<file path="src/lic_pkg.sv">
// package: constants and types shared by the level interrupt controller
package lic_pkg;

   // ****************************************************************
   // register addresses in the register file
   // ****************************************************************
   localparam logic [7:0] ADDR_LEVEL_REQUEST = 8'h00_DC; // read only
   localparam logic [7:0] ADDR_LEVEL_MASK = 8'h00_DD;
   localparam logic [7:0] ADDR_SYSTEM_MODE = 8'h00_DE;
   localparam logic [7:0] ADDR_LEVEL_PRIORITY = 8'h00_FF;

   // ****************************************************************
   // system mode register fields
   // ****************************************************************
   localparam int SYM_GLOBAL_ENABLE_POS = 0; // global_enable_bit
   localparam int SYM_FAST_ENABLE_POS = 1; // fast_service_enable
   localparam int SYM_FAST_SEL_LSB = 2; // fast_level_select low bit
   localparam int SYM_FAST_SEL_MSB = 4; // fast_level_select high bit
   localparam int SYM_WIDTH = 5; // bits 7..5 read as zero

   // ****************************************************************
   // level priority register fields
   // ****************************************************************
   localparam int PRI_GROUP_A_ORDER_POS = 0; // group_a_order_bit
   localparam int PRI_GROUP_SEL_LOW_POS = 1; // group_order_select, low
   localparam int PRI_GROUP_B_ORDER_POS = 2;
   localparam int PRI_SUBGROUP_B_ORDER_POS = 3;
   localparam int PRI_GROUP_SEL_MID_POS = 4; // group_order_select, mid
   localparam int PRI_GROUP_C_ORDER_POS = 5; // group_c_order_bit
   localparam int PRI_SUBGROUP_C_ORDER_POS = 6; // subgroup_c_order_bit
   localparam int PRI_GROUP_SEL_HIGH_POS = 7; // group_order_select, high

   // ****************************************************************
   // reset values (mask, priority and fast select are undetermined;
   // zero is one legal value of undetermined)
   // ****************************************************************
   localparam logic [4:0] RST_SYSTEM_MODE = 5'h0_0;
   localparam logic [7:0] RST_LEVEL_MASK = 8'h00_00;
   localparam logic [7:0] RST_LEVEL_PRIORITY = 8'h00_00;
   localparam logic [7:0] RST_LEVEL_REQUEST = 8'h00_00;
   localparam logic [15:0] RESET_PC = 16'h0100; // program start address

   // ****************************************************************
   // sources and their vectors, all inside the first 256 bytes
   // ****************************************************************
   localparam int NUM_SOURCES = 5;
   localparam int NUM_LEVELS = 8;
   localparam logic [7:0] VEC_EXT0 = 8'h00_FC; // port pin interrupt 0
   localparam logic [7:0] VEC_EXT1 = 8'h00_FA; // port pin interrupt 1
   localparam logic [7:0] VEC_TIMER_A = 8'h00_F6; // timer A match
   localparam logic [7:0] VEC_TIMER_B = 8'h00_F4; // timer B match
   localparam logic [7:0] VEC_PWM = 8'h00_F2; // pwm overflow
   localparam logic [7:0] VEC_NONE = 8'h00_00;

   // group_order_select codes
   localparam logic [2:0] GRP_B_C_A = 3'h1;
   localparam logic [2:0] GRP_A_B_C = 3'h2;
   localparam logic [2:0] GRP_B_A_C = 3'h3;
   localparam logic [2:0] GRP_C_A_B = 3'h4;
   localparam logic [2:0] GRP_C_B_A = 3'h5;
   localparam logic [2:0] GRP_A_C_B = 3'h6;

   // service state: idle, or between acceptance and return
   typedef enum logic [0:0] {SVC_IDLE, SVC_BUSY} lic_svc_e;

endpackage

</file>
<file path="src/lic_group_pick.sv">
// file: ranks up to three levels of one priority group
`timescale 1ns/1ns
`default_nettype none

// ****************************************************************
// req[0] is the head level, req[2:1] form the subgroup
// headLast=0: head beats the subgroup; subOrder=0: req[1] beats req[2]
// ****************************************************************
module lic_group_pick (
   input wire logic [2:0] req,
   input wire logic headLast,
   input wire logic subOrder,
   output logic [2:0] win
);
   logic [2:0] subWin; // winner inside the subgroup

   // subgroup ranking first, then head against subgroup
   always_comb begin
      subWin = 3'h0;
      if (!subOrder) begin
         subWin[1] = req[1];
         subWin[2] = req[2] & ~req[1];
      end else begin
         subWin[2] = req[2];
         subWin[1] = req[1] & ~req[2];
      end
      if (!headLast) begin
         win = req[0] ? 3'h1 : subWin;
      end else begin
         win = (|req[2:1]) ? subWin : {2'h0, req[0]};
      end
   end

endmodule
`default_nettype wire

</file>
<file path="src/lic_controller.sv">
// file: system level interrupt controller with priority and masking
`timescale 1ns/1ns
`default_nettype none

// Behaviour
// - all vectors sit in bytes 0..255
// - execution starts at address 0100H after reset
// - enable instruction sets, disable clears global enable
// - software may write global enable bit directly
// - reset clears system mode bits 1 and 0
// - mask bit n gates level n, readable
// - mask register reset value is undetermined
// - priority register reset value is undetermined
// - highest programmed priority level served first
// - same level: lower vector address wins
// - groups A(0,1), B(2,3,4), C(5,6,7)
// - bits 7,4,1 order the three groups
// - bit 5 orders group C, bit 6 subgroup
// - bit 0 orders levels 0 and 1
// - request register is read only, per level
// - global, mask and source enable all gate; priority only orders
// - pins to level 0, timers 1, pwm 2
// - request bit n shows level n, reset clears
// - acceptance clears global enable, return sets it
// - acceptance only at instruction cycle end
// - fast service selects one level, bit 1 enables
module lic_controller
   import lic_pkg::*;
(
   input wire logic clk,
   input wire logic rstn,
   // register file access from the core
   input wire logic [7:0] regAddr,
   input wire logic regWrite,
   input wire logic regRead,
   input wire logic [7:0] regWdata,
   output logic [7:0] regRdata,
   // instruction strobes from the core decoder
   input wire logic globalEnableInstr,
   input wire logic globalDisableInstr,
   input wire logic returnFromService,
   input wire logic instrEnd,
   // peripheral sources: pending and enable bits
   input wire logic [lic_pkg::NUM_SOURCES-1:0] srcPending,
   input wire logic [lic_pkg::NUM_SOURCES-1:0] srcEnable,
   // towards the core
   output logic intTake,
   output logic [15:0] intVector,
   output logic [2:0] intLevel,
   output logic intFast,
   output logic inService,
   output logic globalEnable,
   output logic [7:0] levelStatus,
   output logic [15:0] resetPc
);
   import lic_pkg::*;

   // ****************************************************************
   // state
   // ****************************************************************
   typedef struct packed {
      logic [SYM_WIDTH-1:0] system_mode; // system mode bits 4..0
      logic [7:0] mask; // level mask
      logic [7:0] prio; // level priority
      logic [7:0] req; // per level request status
      logic take; // acceptance pulse
      logic [7:0] vec; // vector of the accepted source
      logic [2:0] lvl; // level of the accepted source
      logic fast; // accepted level is the fast one
      logic [7:0] rdata; // register read data
      lic_svc_e svc; // service state
   } lic_state_s;

   lic_state_s st_r; // registered state
   lic_state_s st_nxt; // next state

   // ****************************************************************
   // priority logic
   // ****************************************************************
   logic [NUM_SOURCES-1:0] srcActive; // pending and enabled at the source
   logic [NUM_LEVELS-1:0] levelRaw; // per level request from sources
   logic [NUM_LEVELS-1:0] eligible; // requests passing global and mask
   logic [2:0] winA; // group A winner, one hot over levels 0,1
   logic [2:0] winB; // group B winner over levels 2,3,4
   logic [2:0] winC; // group C winner over levels 5,6,7
   logic [2:0] grpSel; // group_order_select
   logic [NUM_LEVELS-1:0] levelWin; // one hot overall winner
   logic [2:0] winLevel; // number of the winning level
   logic [7:0] winVec; // vector of the winning source

   // a source requests only while its own enable bit is set
   assign srcActive = srcPending & srcEnable;

   // fixed routing of sources to levels; levels 3..7 carry nothing
   always_comb begin
      levelRaw = 8'h00;
      levelRaw[0] = srcActive[0] | srcActive[1];
      levelRaw[1] = srcActive[2] | srcActive[3];
      levelRaw[2] = srcActive[4];
   end

   // global enable and mask gate every level
   assign eligible = st_r.req & st_r.mask & {NUM_LEVELS{st_r.system_mode[SYM_GLOBAL_ENABLE_POS]}};

   // group A: only levels 0 and 1, bit 0 decides between them
   lic_group_pick pickA (
      .req({1'b0, eligible[1], eligible[0]}),
      .headLast(st_r.prio[PRI_GROUP_A_ORDER_POS]),
      .subOrder(1'b0),
      .win(winA)
   );

   // group B: level 2 against subgroup 3,4
   lic_group_pick pickB (
      .req(eligible[4:2]),
      .headLast(st_r.prio[PRI_GROUP_B_ORDER_POS]),
      .subOrder(st_r.prio[PRI_SUBGROUP_B_ORDER_POS]),
      .win(winB)
   );

   // group C: level 5 against subgroup 6,7
   lic_group_pick pickC (
      .req(eligible[7:5]),
      .headLast(st_r.prio[PRI_GROUP_C_ORDER_POS]),
      .subOrder(st_r.prio[PRI_SUBGROUP_C_ORDER_POS]),
      .win(winC)
   );

   assign grpSel = {st_r.prio[PRI_GROUP_SEL_HIGH_POS], st_r.prio[PRI_GROUP_SEL_MID_POS],
                    st_r.prio[PRI_GROUP_SEL_LOW_POS]};

   // order the three groups; the first group with a winner takes it
   always_comb begin
      logic [7:0] wa;
      logic [7:0] wb;
      logic [7:0] wc;
      wa = {6'h00, winA[1:0]};
      wb = {3'h0, winB, 2'h0};
      wc = {winC, 5'h00};
      case (grpSel)
         GRP_B_C_A: begin
            levelWin = (|wb) ? wb : ((|wc) ? wc : wa);
         end
         GRP_C_B_A: begin
            levelWin = (|wc) ? wc : ((|wb) ? wb : wa);
         end
         GRP_B_A_C: begin
            levelWin = (|wb) ? wb : ((|wa) ? wa : wc);
         end
         GRP_C_A_B: begin
            levelWin = (|wc) ? wc : ((|wa) ? wa : wb);
         end
         GRP_A_C_B: begin
            levelWin = (|wa) ? wa : ((|wc) ? wc : wb);
         end
         default: begin
            // A over B over C, also for the two unassigned codes
            levelWin = (|wa) ? wa : ((|wb) ? wb : wc);
         end
      endcase
   end

   // level number and source vector; in a level the lower vector wins
   always_comb begin
      winLevel = 3'h0;
      winVec = VEC_NONE;
      for (int i = 0; i < NUM_LEVELS; i++) begin
         if (levelWin[i]) begin
            winLevel = 3'(i);
         end
      end
      if (levelWin[0]) begin
         winVec = srcActive[1] ? VEC_EXT1 : VEC_EXT0;
      end else if (levelWin[1]) begin
         winVec = srcActive[3] ? VEC_TIMER_B : VEC_TIMER_A;
      end else if (levelWin[2]) begin
         winVec = VEC_PWM;
      end
   end

   // ****************************************************************
   // next state
   // ****************************************************************
   always_comb begin
      logic accept;
      st_nxt = st_r;
      accept = instrEnd && (|levelWin); // only at instruction end
      // per level status follows the sources, even while disabled
      st_nxt.req = levelRaw;
      st_nxt.take = accept;
      // register writes; the request register ignores writes
      if (regWrite) begin
         case (regAddr)
            ADDR_LEVEL_MASK: begin
               st_nxt.mask = regWdata;
            end
            ADDR_SYSTEM_MODE: begin
               st_nxt.system_mode = regWdata[SYM_WIDTH-1:0]; // direct write
            end
            ADDR_LEVEL_PRIORITY: begin
               st_nxt.prio = regWdata;
            end
            default: begin
               st_nxt.system_mode = st_nxt.system_mode; // unmapped here: no effect
            end
         endcase
      end
      // instructions override a same cycle register write
      if (globalEnableInstr || returnFromService) begin
         st_nxt.system_mode[SYM_GLOBAL_ENABLE_POS] = 1'b1;
      end
      if (globalDisableInstr) begin
         st_nxt.system_mode[SYM_GLOBAL_ENABLE_POS] = 1'b0;
      end
      // acceptance closes the door to further requests
      if (accept) begin
         st_nxt.system_mode[SYM_GLOBAL_ENABLE_POS] = 1'b0;
         st_nxt.vec = winVec;
         st_nxt.lvl = winLevel;
         st_nxt.fast = st_r.system_mode[SYM_FAST_ENABLE_POS] &&
                       (st_r.system_mode[SYM_FAST_SEL_MSB:SYM_FAST_SEL_LSB] == winLevel);
      end
      // service tracking
      case (st_r.svc)
         SVC_IDLE: begin
            if (accept) begin
               st_nxt.svc = SVC_BUSY;
            end
         end
         SVC_BUSY: begin
            // a nested acceptance keeps the state busy
            if (returnFromService && !accept) begin
               st_nxt.svc = SVC_IDLE;
            end
         end
         default: begin
            st_nxt.svc = SVC_IDLE;
         end
      endcase
      // read data, one cycle after the read strobe; upper sym bits are zero
      if (regRead) begin
         case (regAddr)
            ADDR_LEVEL_REQUEST: begin
               st_nxt.rdata = st_r.req;
            end
            ADDR_LEVEL_MASK: begin
               st_nxt.rdata = st_r.mask;
            end
            ADDR_SYSTEM_MODE: begin
               st_nxt.rdata = {3'h0, st_r.system_mode};
            end
            ADDR_LEVEL_PRIORITY: begin
               st_nxt.rdata = st_r.prio;
            end
            default: begin
               st_nxt.rdata = 8'h00;
            end
         endcase
      end
   end

   // ****************************************************************
   // registers; mask and priority take a plain zero for undetermined
   // ****************************************************************
   always_ff @(posedge clk or negedge rstn) begin
      if (!rstn) begin
         st_r.system_mode <= RST_SYSTEM_MODE;
         st_r.mask <= RST_LEVEL_MASK;
         st_r.prio <= RST_LEVEL_PRIORITY;
         st_r.req <= RST_LEVEL_REQUEST;
         st_r.take <= 1'b0;
         st_r.vec <= VEC_NONE;
         st_r.lvl <= 3'h0;
         st_r.fast <= 1'b0;
         st_r.rdata <= 8'h00;
         st_r.svc <= SVC_IDLE;
      end else begin
         st_r <= st_nxt;
      end
   end

   // outputs straight from flip-flops, except the constant resetPc
   assign regRdata = st_r.rdata;
   assign intTake = st_r.take;
   assign intVector = {8'h00, st_r.vec}; // vector area is bytes 0..255
   assign intLevel = st_r.lvl;
   assign intFast = st_r.fast;
   assign inService = (st_r.svc == SVC_BUSY);
   assign globalEnable = st_r.system_mode[SYM_GLOBAL_ENABLE_POS];
   assign levelStatus = st_r.req;
   assign resetPc = RESET_PC; // constant start address

   // ****************************************************************
   // checks
   // ****************************************************************
   chk_take_at_end: assert property (@(posedge clk) disable iff (!rstn)
      intTake |-> $past(instrEnd))
      else $error("acceptance not at instruction end");

   chk_take_clears_ge: assert property (@(posedge clk) disable iff (!rstn)
      intTake |-> !globalEnable)
      else $error("global enable still set after acceptance");

   chk_upper_levels_idle: assert property (@(posedge clk) disable iff (!rstn)
      levelStatus[7:3] == 5'h00)
      else $error("request on a level without sources");

   chk_vector_area: assert property (@(posedge clk) disable iff (!rstn)
      intTake |-> (intVector[15:8] == 8'h00) && (intVector != 16'h0000))
      else $error("vector outside the vector area");

   chk_ei_sets: assert property (@(posedge clk) disable iff (!rstn)
      (globalEnableInstr && !globalDisableInstr && !instrEnd) |=> globalEnable)
      else $error("enable instruction did not set global enable");

   chk_di_clears: assert property (@(posedge clk) disable iff (!rstn)
      globalDisableInstr |=> !globalEnable)
      else $error("disable instruction did not clear global enable");

   chk_return_sets: assert property (@(posedge clk) disable iff (!rstn)
      (returnFromService && !globalDisableInstr && !instrEnd) |=> globalEnable ##0 !inService)
      else $error("return did not restore global enable");

   chk_off_no_take: assert property (@(posedge clk) disable iff (!rstn)
      (!globalEnable || st_r.mask == 8'h00) |=> !intTake)
      else $error("acceptance while disabled or fully masked");

   chk_mask_gates: assert property (@(posedge clk) disable iff (!rstn)
      (intTake && !$past(regWrite)) |-> (($past(st_r.mask) >> intLevel) & 8'h01) == 8'h01)
      else $error("masked level accepted");

   chk_group_order: assert property (@(posedge clk) disable iff (!rstn)
      (instrEnd && eligible[2] && eligible[0] && grpSel == GRP_B_C_A) |=>
         intTake && intLevel == 3'h2)
      else $error("group B did not beat group A");

   chk_same_level: assert property (@(posedge clk) disable iff (!rstn)
      (instrEnd && levelWin[0] && srcActive[1] && srcActive[0]) |=> intVector[7:0] == VEC_EXT1)
      else $error("higher vector won inside a level");

   chk_status_read: assert property (@(posedge clk) disable iff (!rstn)
      (regRead && regAddr == ADDR_LEVEL_REQUEST) |=> regRdata == $past(levelStatus))
      else $error("request register read mismatch");

   chk_status_follows: assert property (@(posedge clk) disable iff (!rstn)
      srcActive[4] |=> levelStatus[2])
      else $error("pwm request not on level two");

   chk_fast_flag: assert property (@(posedge clk) disable iff (!rstn)
      (intTake || $changed(intFast)) |-> intTake &&
         (intFast == ($past(st_r.system_mode[SYM_FAST_ENABLE_POS]) &&
         ($past(st_r.system_mode[SYM_FAST_SEL_MSB:SYM_FAST_SEL_LSB]) == intLevel))))
      else $error("fast flag without fast enable");

endmodule
`default_nettype wire

</file>
<file path="config.mk">
export PLATFORM = sky130hd
export DESIGN_NAME = lic_controller
export DESIGN_NICKNAME = d
export VERILOG_FILES = /design/src/lic_pkg.sv /design/src/lic_group_pick.sv /design/src/lic_controller.sv
export SDC_FILE = /design/constraint.sdc
export NUM_CORES = 1
export LEC_CHECK = 0
export BUFFER_PORTS_ARGS = -buffer_cell sky130_fd_sc_hd__buf_2
export CORE_MARGIN = 1.5
export CORE_UTILIZATION = 53
export DETAILED_ROUTE_END_ITERATION = 16
export PLACE_DENSITY = 0.81
export SETUP_SLACK_MARGIN = 0.05
export SYNTH_ARGS = -nofsm -noshare
export SYNTH_HDL_FRONTEND = slang
export SYNTH_SLANG_ARGS = --single-unit
</file>
<file path="constraint.sdc">
create_clock -name clk -period 4.3 [get_ports clk]
set_input_delay 0.86 -clock clk [delete_from_list [all_inputs] [get_ports clk]]
set_output_delay 0.86 -clock clk [all_outputs]
set_load 0.01 [all_outputs]
</file>
==> metrics.csv <==
stage,metric,value,unit
routing,firstDrtPassIters,4,
logic_synthesis,ys_types,49,
clocking,cts_buffers,5,
clocking,cts_setup_buffers,0,
routing,wire_per_inst,14.4,um
global_routing,grt_overflow_total,0,
worst_setup_path,required,3440,ps
clocking,cts_tree,done,
logic_synthesis,ys.flop_type,dfrtp_1,
finish,nNetsFinal,288,
sta,slew_headroom,41.6,%
finish,antennaDiodeCount,0,
floorplanning,fp.dieArea,0.00498,mm^2
worst_setup_path,start_kind,flop,
floorplanning,num_rows,24,
sta,clock_skew,7.60,ps
floorplanning,die_w,70.6,um
worst_setup_path,cp_slowest_cell,dfrtp_1,
placed_design,gp_congestion,0.842,
clocking,insertion_delay,300,ps
power_and_ir_drop,vdd_drop_max,0.196,mV
global_routing,grt.total_usage,18.9,%
global_routing,grt_max_degree,42,
worst_setup_path,path_delay_family,flip-flops,
sta,tightest_slew,877,ps
clocking,cts.repair.resized,0,
logic_synthesis,yosys_warnings,0,
logic_synthesis,yosysSeqAreaShare,42.4,%
finish,finish.utilization,58.2,%
floorplanning,ioPinCount,89,
clocking,ctsHoldBuffers,0,
placed_design,place_inst,299,
finish,fin_cells,307,
placed_design,place_hpwl,3.33,mm
power_and_ir_drop,power.leakage,1.41,nW
logic_synthesis,synth.avg_cell_area,11.1,um^2
clocking,cts_sinks,41,
worst_setup_path,cp_cell_sequence,buf_2,
floorplanning,initial_core_util,55.2,%
logic_synthesis,ys_ff_latch,41,
clocking,cts-root-buf,clkbuf_8,
placed_design,portBuffers,57,
worst_setup_path,crit_path_end_kind,primary output,
sta,maxSlewViolCount,0,
sta,finalWorstSetupSlack,2490,ps
flow_run,max-cap-violations,0,
floorplanning,die_h,70.6,um
routing,drc,0,
sta,hold_violations,0,
sta,fin_crit_sh,42.1,%
sta,setup_viol,0,
routing,drt-vias-per-instance,5.24,
logic_synthesis,syn_area,0.00242,mm^2
logic_synthesis,netlist_instances,219,
placed_design,dp_slack,2210,ps
global_routing,grt_pass1_vias,1548,
finish,areaGrowthSynthToFinish,5.32,%
routing,wl,4.41,mm
global_routing,antenna_found_initial,0,
run_status,status,completed,
worst_setup_path,crit_fanout,6,
global_routing,grt_pass1_wl,7.31,mm
finish,drive_gt1_share,41.6,%
finish,layout_common_cells,"buf_2 (57), dfrtp_1 (41), conb_1 (31)",
worst_setup_path,cpPeakStageDelay,470,ps
routing,vias,1608,
worst_hold_path,hp-class,flop to flop,
worst_setup_path,worstPathBufferInverterCount,1,
clocking,htree_levels,2,
sta,worst_hold_slack,492,ps
clocking,cts_buffer_depth,2,
worst_setup_path,worstSetupPathType,flop to primary output,
routing,ant_nets,0,
sta,fin_tns_setup,0,ps
floorplanning,core_area,0.00438,mm^2
power_and_ir_drop,p_per_area,329,mW/mm^2
logic_synthesis,synth_edf_count,0,
clocking,clk_pin_slew,70,ps
finish,final_common_cell,buf_2,
sta,max_freq,552,MHz
worst_setup_path,crit_arrival,950,ps
sta,grt_setup_unrepaired,false,
routing,drtIter0Drc,83,
sta,min_period,1810,ps
logic_synthesis,ys_async_sr_fraction,100,%
## stage by stage
| step | total power, mW | instance area (um^2) |
|---|---|---|
| after global placement | 0.570 | 2450 |
| after floorplan | 0.564 | 2530 |
| final | 0.840 | 2550 |
| after CTS | 0.845 | 2550 |
| after detailed placement | 0.574 | 2450 |
| after global routing | 0.879 | 2550 |
## routing by layer
layer,vias to the layer above,wire [um],global-route usage (%)
met4,0,83,7.13
li1,757,-,-
met5,-,0,0
met2,66,2170,31.2
met3,8,297,5.13
met1,777,1860,24.1
## sequential cells by signal, indices dropped and copies added (netlist names)
signal / cells
globalEnable: 1
levelStatus: 3
inService: 1
regRdata: 8
grpSel: 3
intVector: 4
intFast: 1
intTake: 1
st_r: 17
intLevel: 2
## synthesized netlist by cell type, types with 2 or more instances
cell      instances  area share [%]
a21o_1            4             1.2
a22oi_1           8             2.5
and2_1            2            0.52
and3_1            6             1.6
and3_4            2            0.93
buf_2             2            0.41
buf_4            52              16
buf_6             2            0.93
conb_1            2            0.31
dfrtp_1          41              42
inv_1            12             1.9
mux2_2           21             9.8
mux2i_1           2            0.83
nand2_1           8             1.2
nand2_4           2            0.93
nand3_1           4            0.83
nand4_1           2            0.52
nand4b_1          3             1.1
nor2_1            4            0.62
nor3b_4           2             1.6
o221ai_1          5             1.8
o22ai_1           5             1.3
xnor2_1           2            0.72
## report_power, final
part / leakage (nW) / internal, mW / switching, mW / total (mW)
logic: 0.806 / 0.0562 / 0.0759 / 0.132
registers: 0.549 / 0.412 / 0.0221 / 0.434
clock network: 0.0542 / 0.145 / 0.129 / 0.274
total: 1.41 / 0.613 / 0.227 / 0.840
## final timing paths
path	start	slack (ps)	cells past startpoint	endpoint
max	levelStatus[1]$_DFF_PN0_	2490	1	levelStatus[1]
min	intLevel[1]$_DFFE_PN0P_	490	1	intLevel[1]$_DFFE_PN0P_
max reg2reg	st_r[39]$_DFFE_PN0P_	2570	4	intVector[1]$_DFFE_PN0P_
min reg2reg	intLevel[1]$_DFFE_PN0P_	490	1	intLevel[1]$_DFFE_PN0P_
max in group asynchronous	rstn	3070	1	intVector[1]$_DFFE_PN0P_
min in group asynchronous	rstn	670	1	intLevel[1]$_DFFE_PN0P_
## cell type report
class | count | area, um^2
Fill cell | 376 | 1830
Clock buffer | 7 | 96.3
Tap cell | 52 | 65.1
Clock inverter | 1 | 5.00
Sequential cell | 41 | 1030
Timing Repair Buffer | 57 | 285
Inverter | 12 | 45.0
Multi-Input combinational cell | 137 | 1030
## kinds of logic (layout without fill, tap and decap cells)
family                    count (synthesis)  in the layout  synth area share (%)
AOI/OAI and AO/OA                        37             37                  12.7
muxes                                    23             23                  10.6
and+or+nand+nor                          44             44                  13.6
other                                     2             31                 0.310
xor gates and xnor gates                  2              2                 0.724
DFF                                      41             41                  42.4
buffers and inverters                    70             77                  19.7
Note: power is estimated with default switching activity, not from simulation.
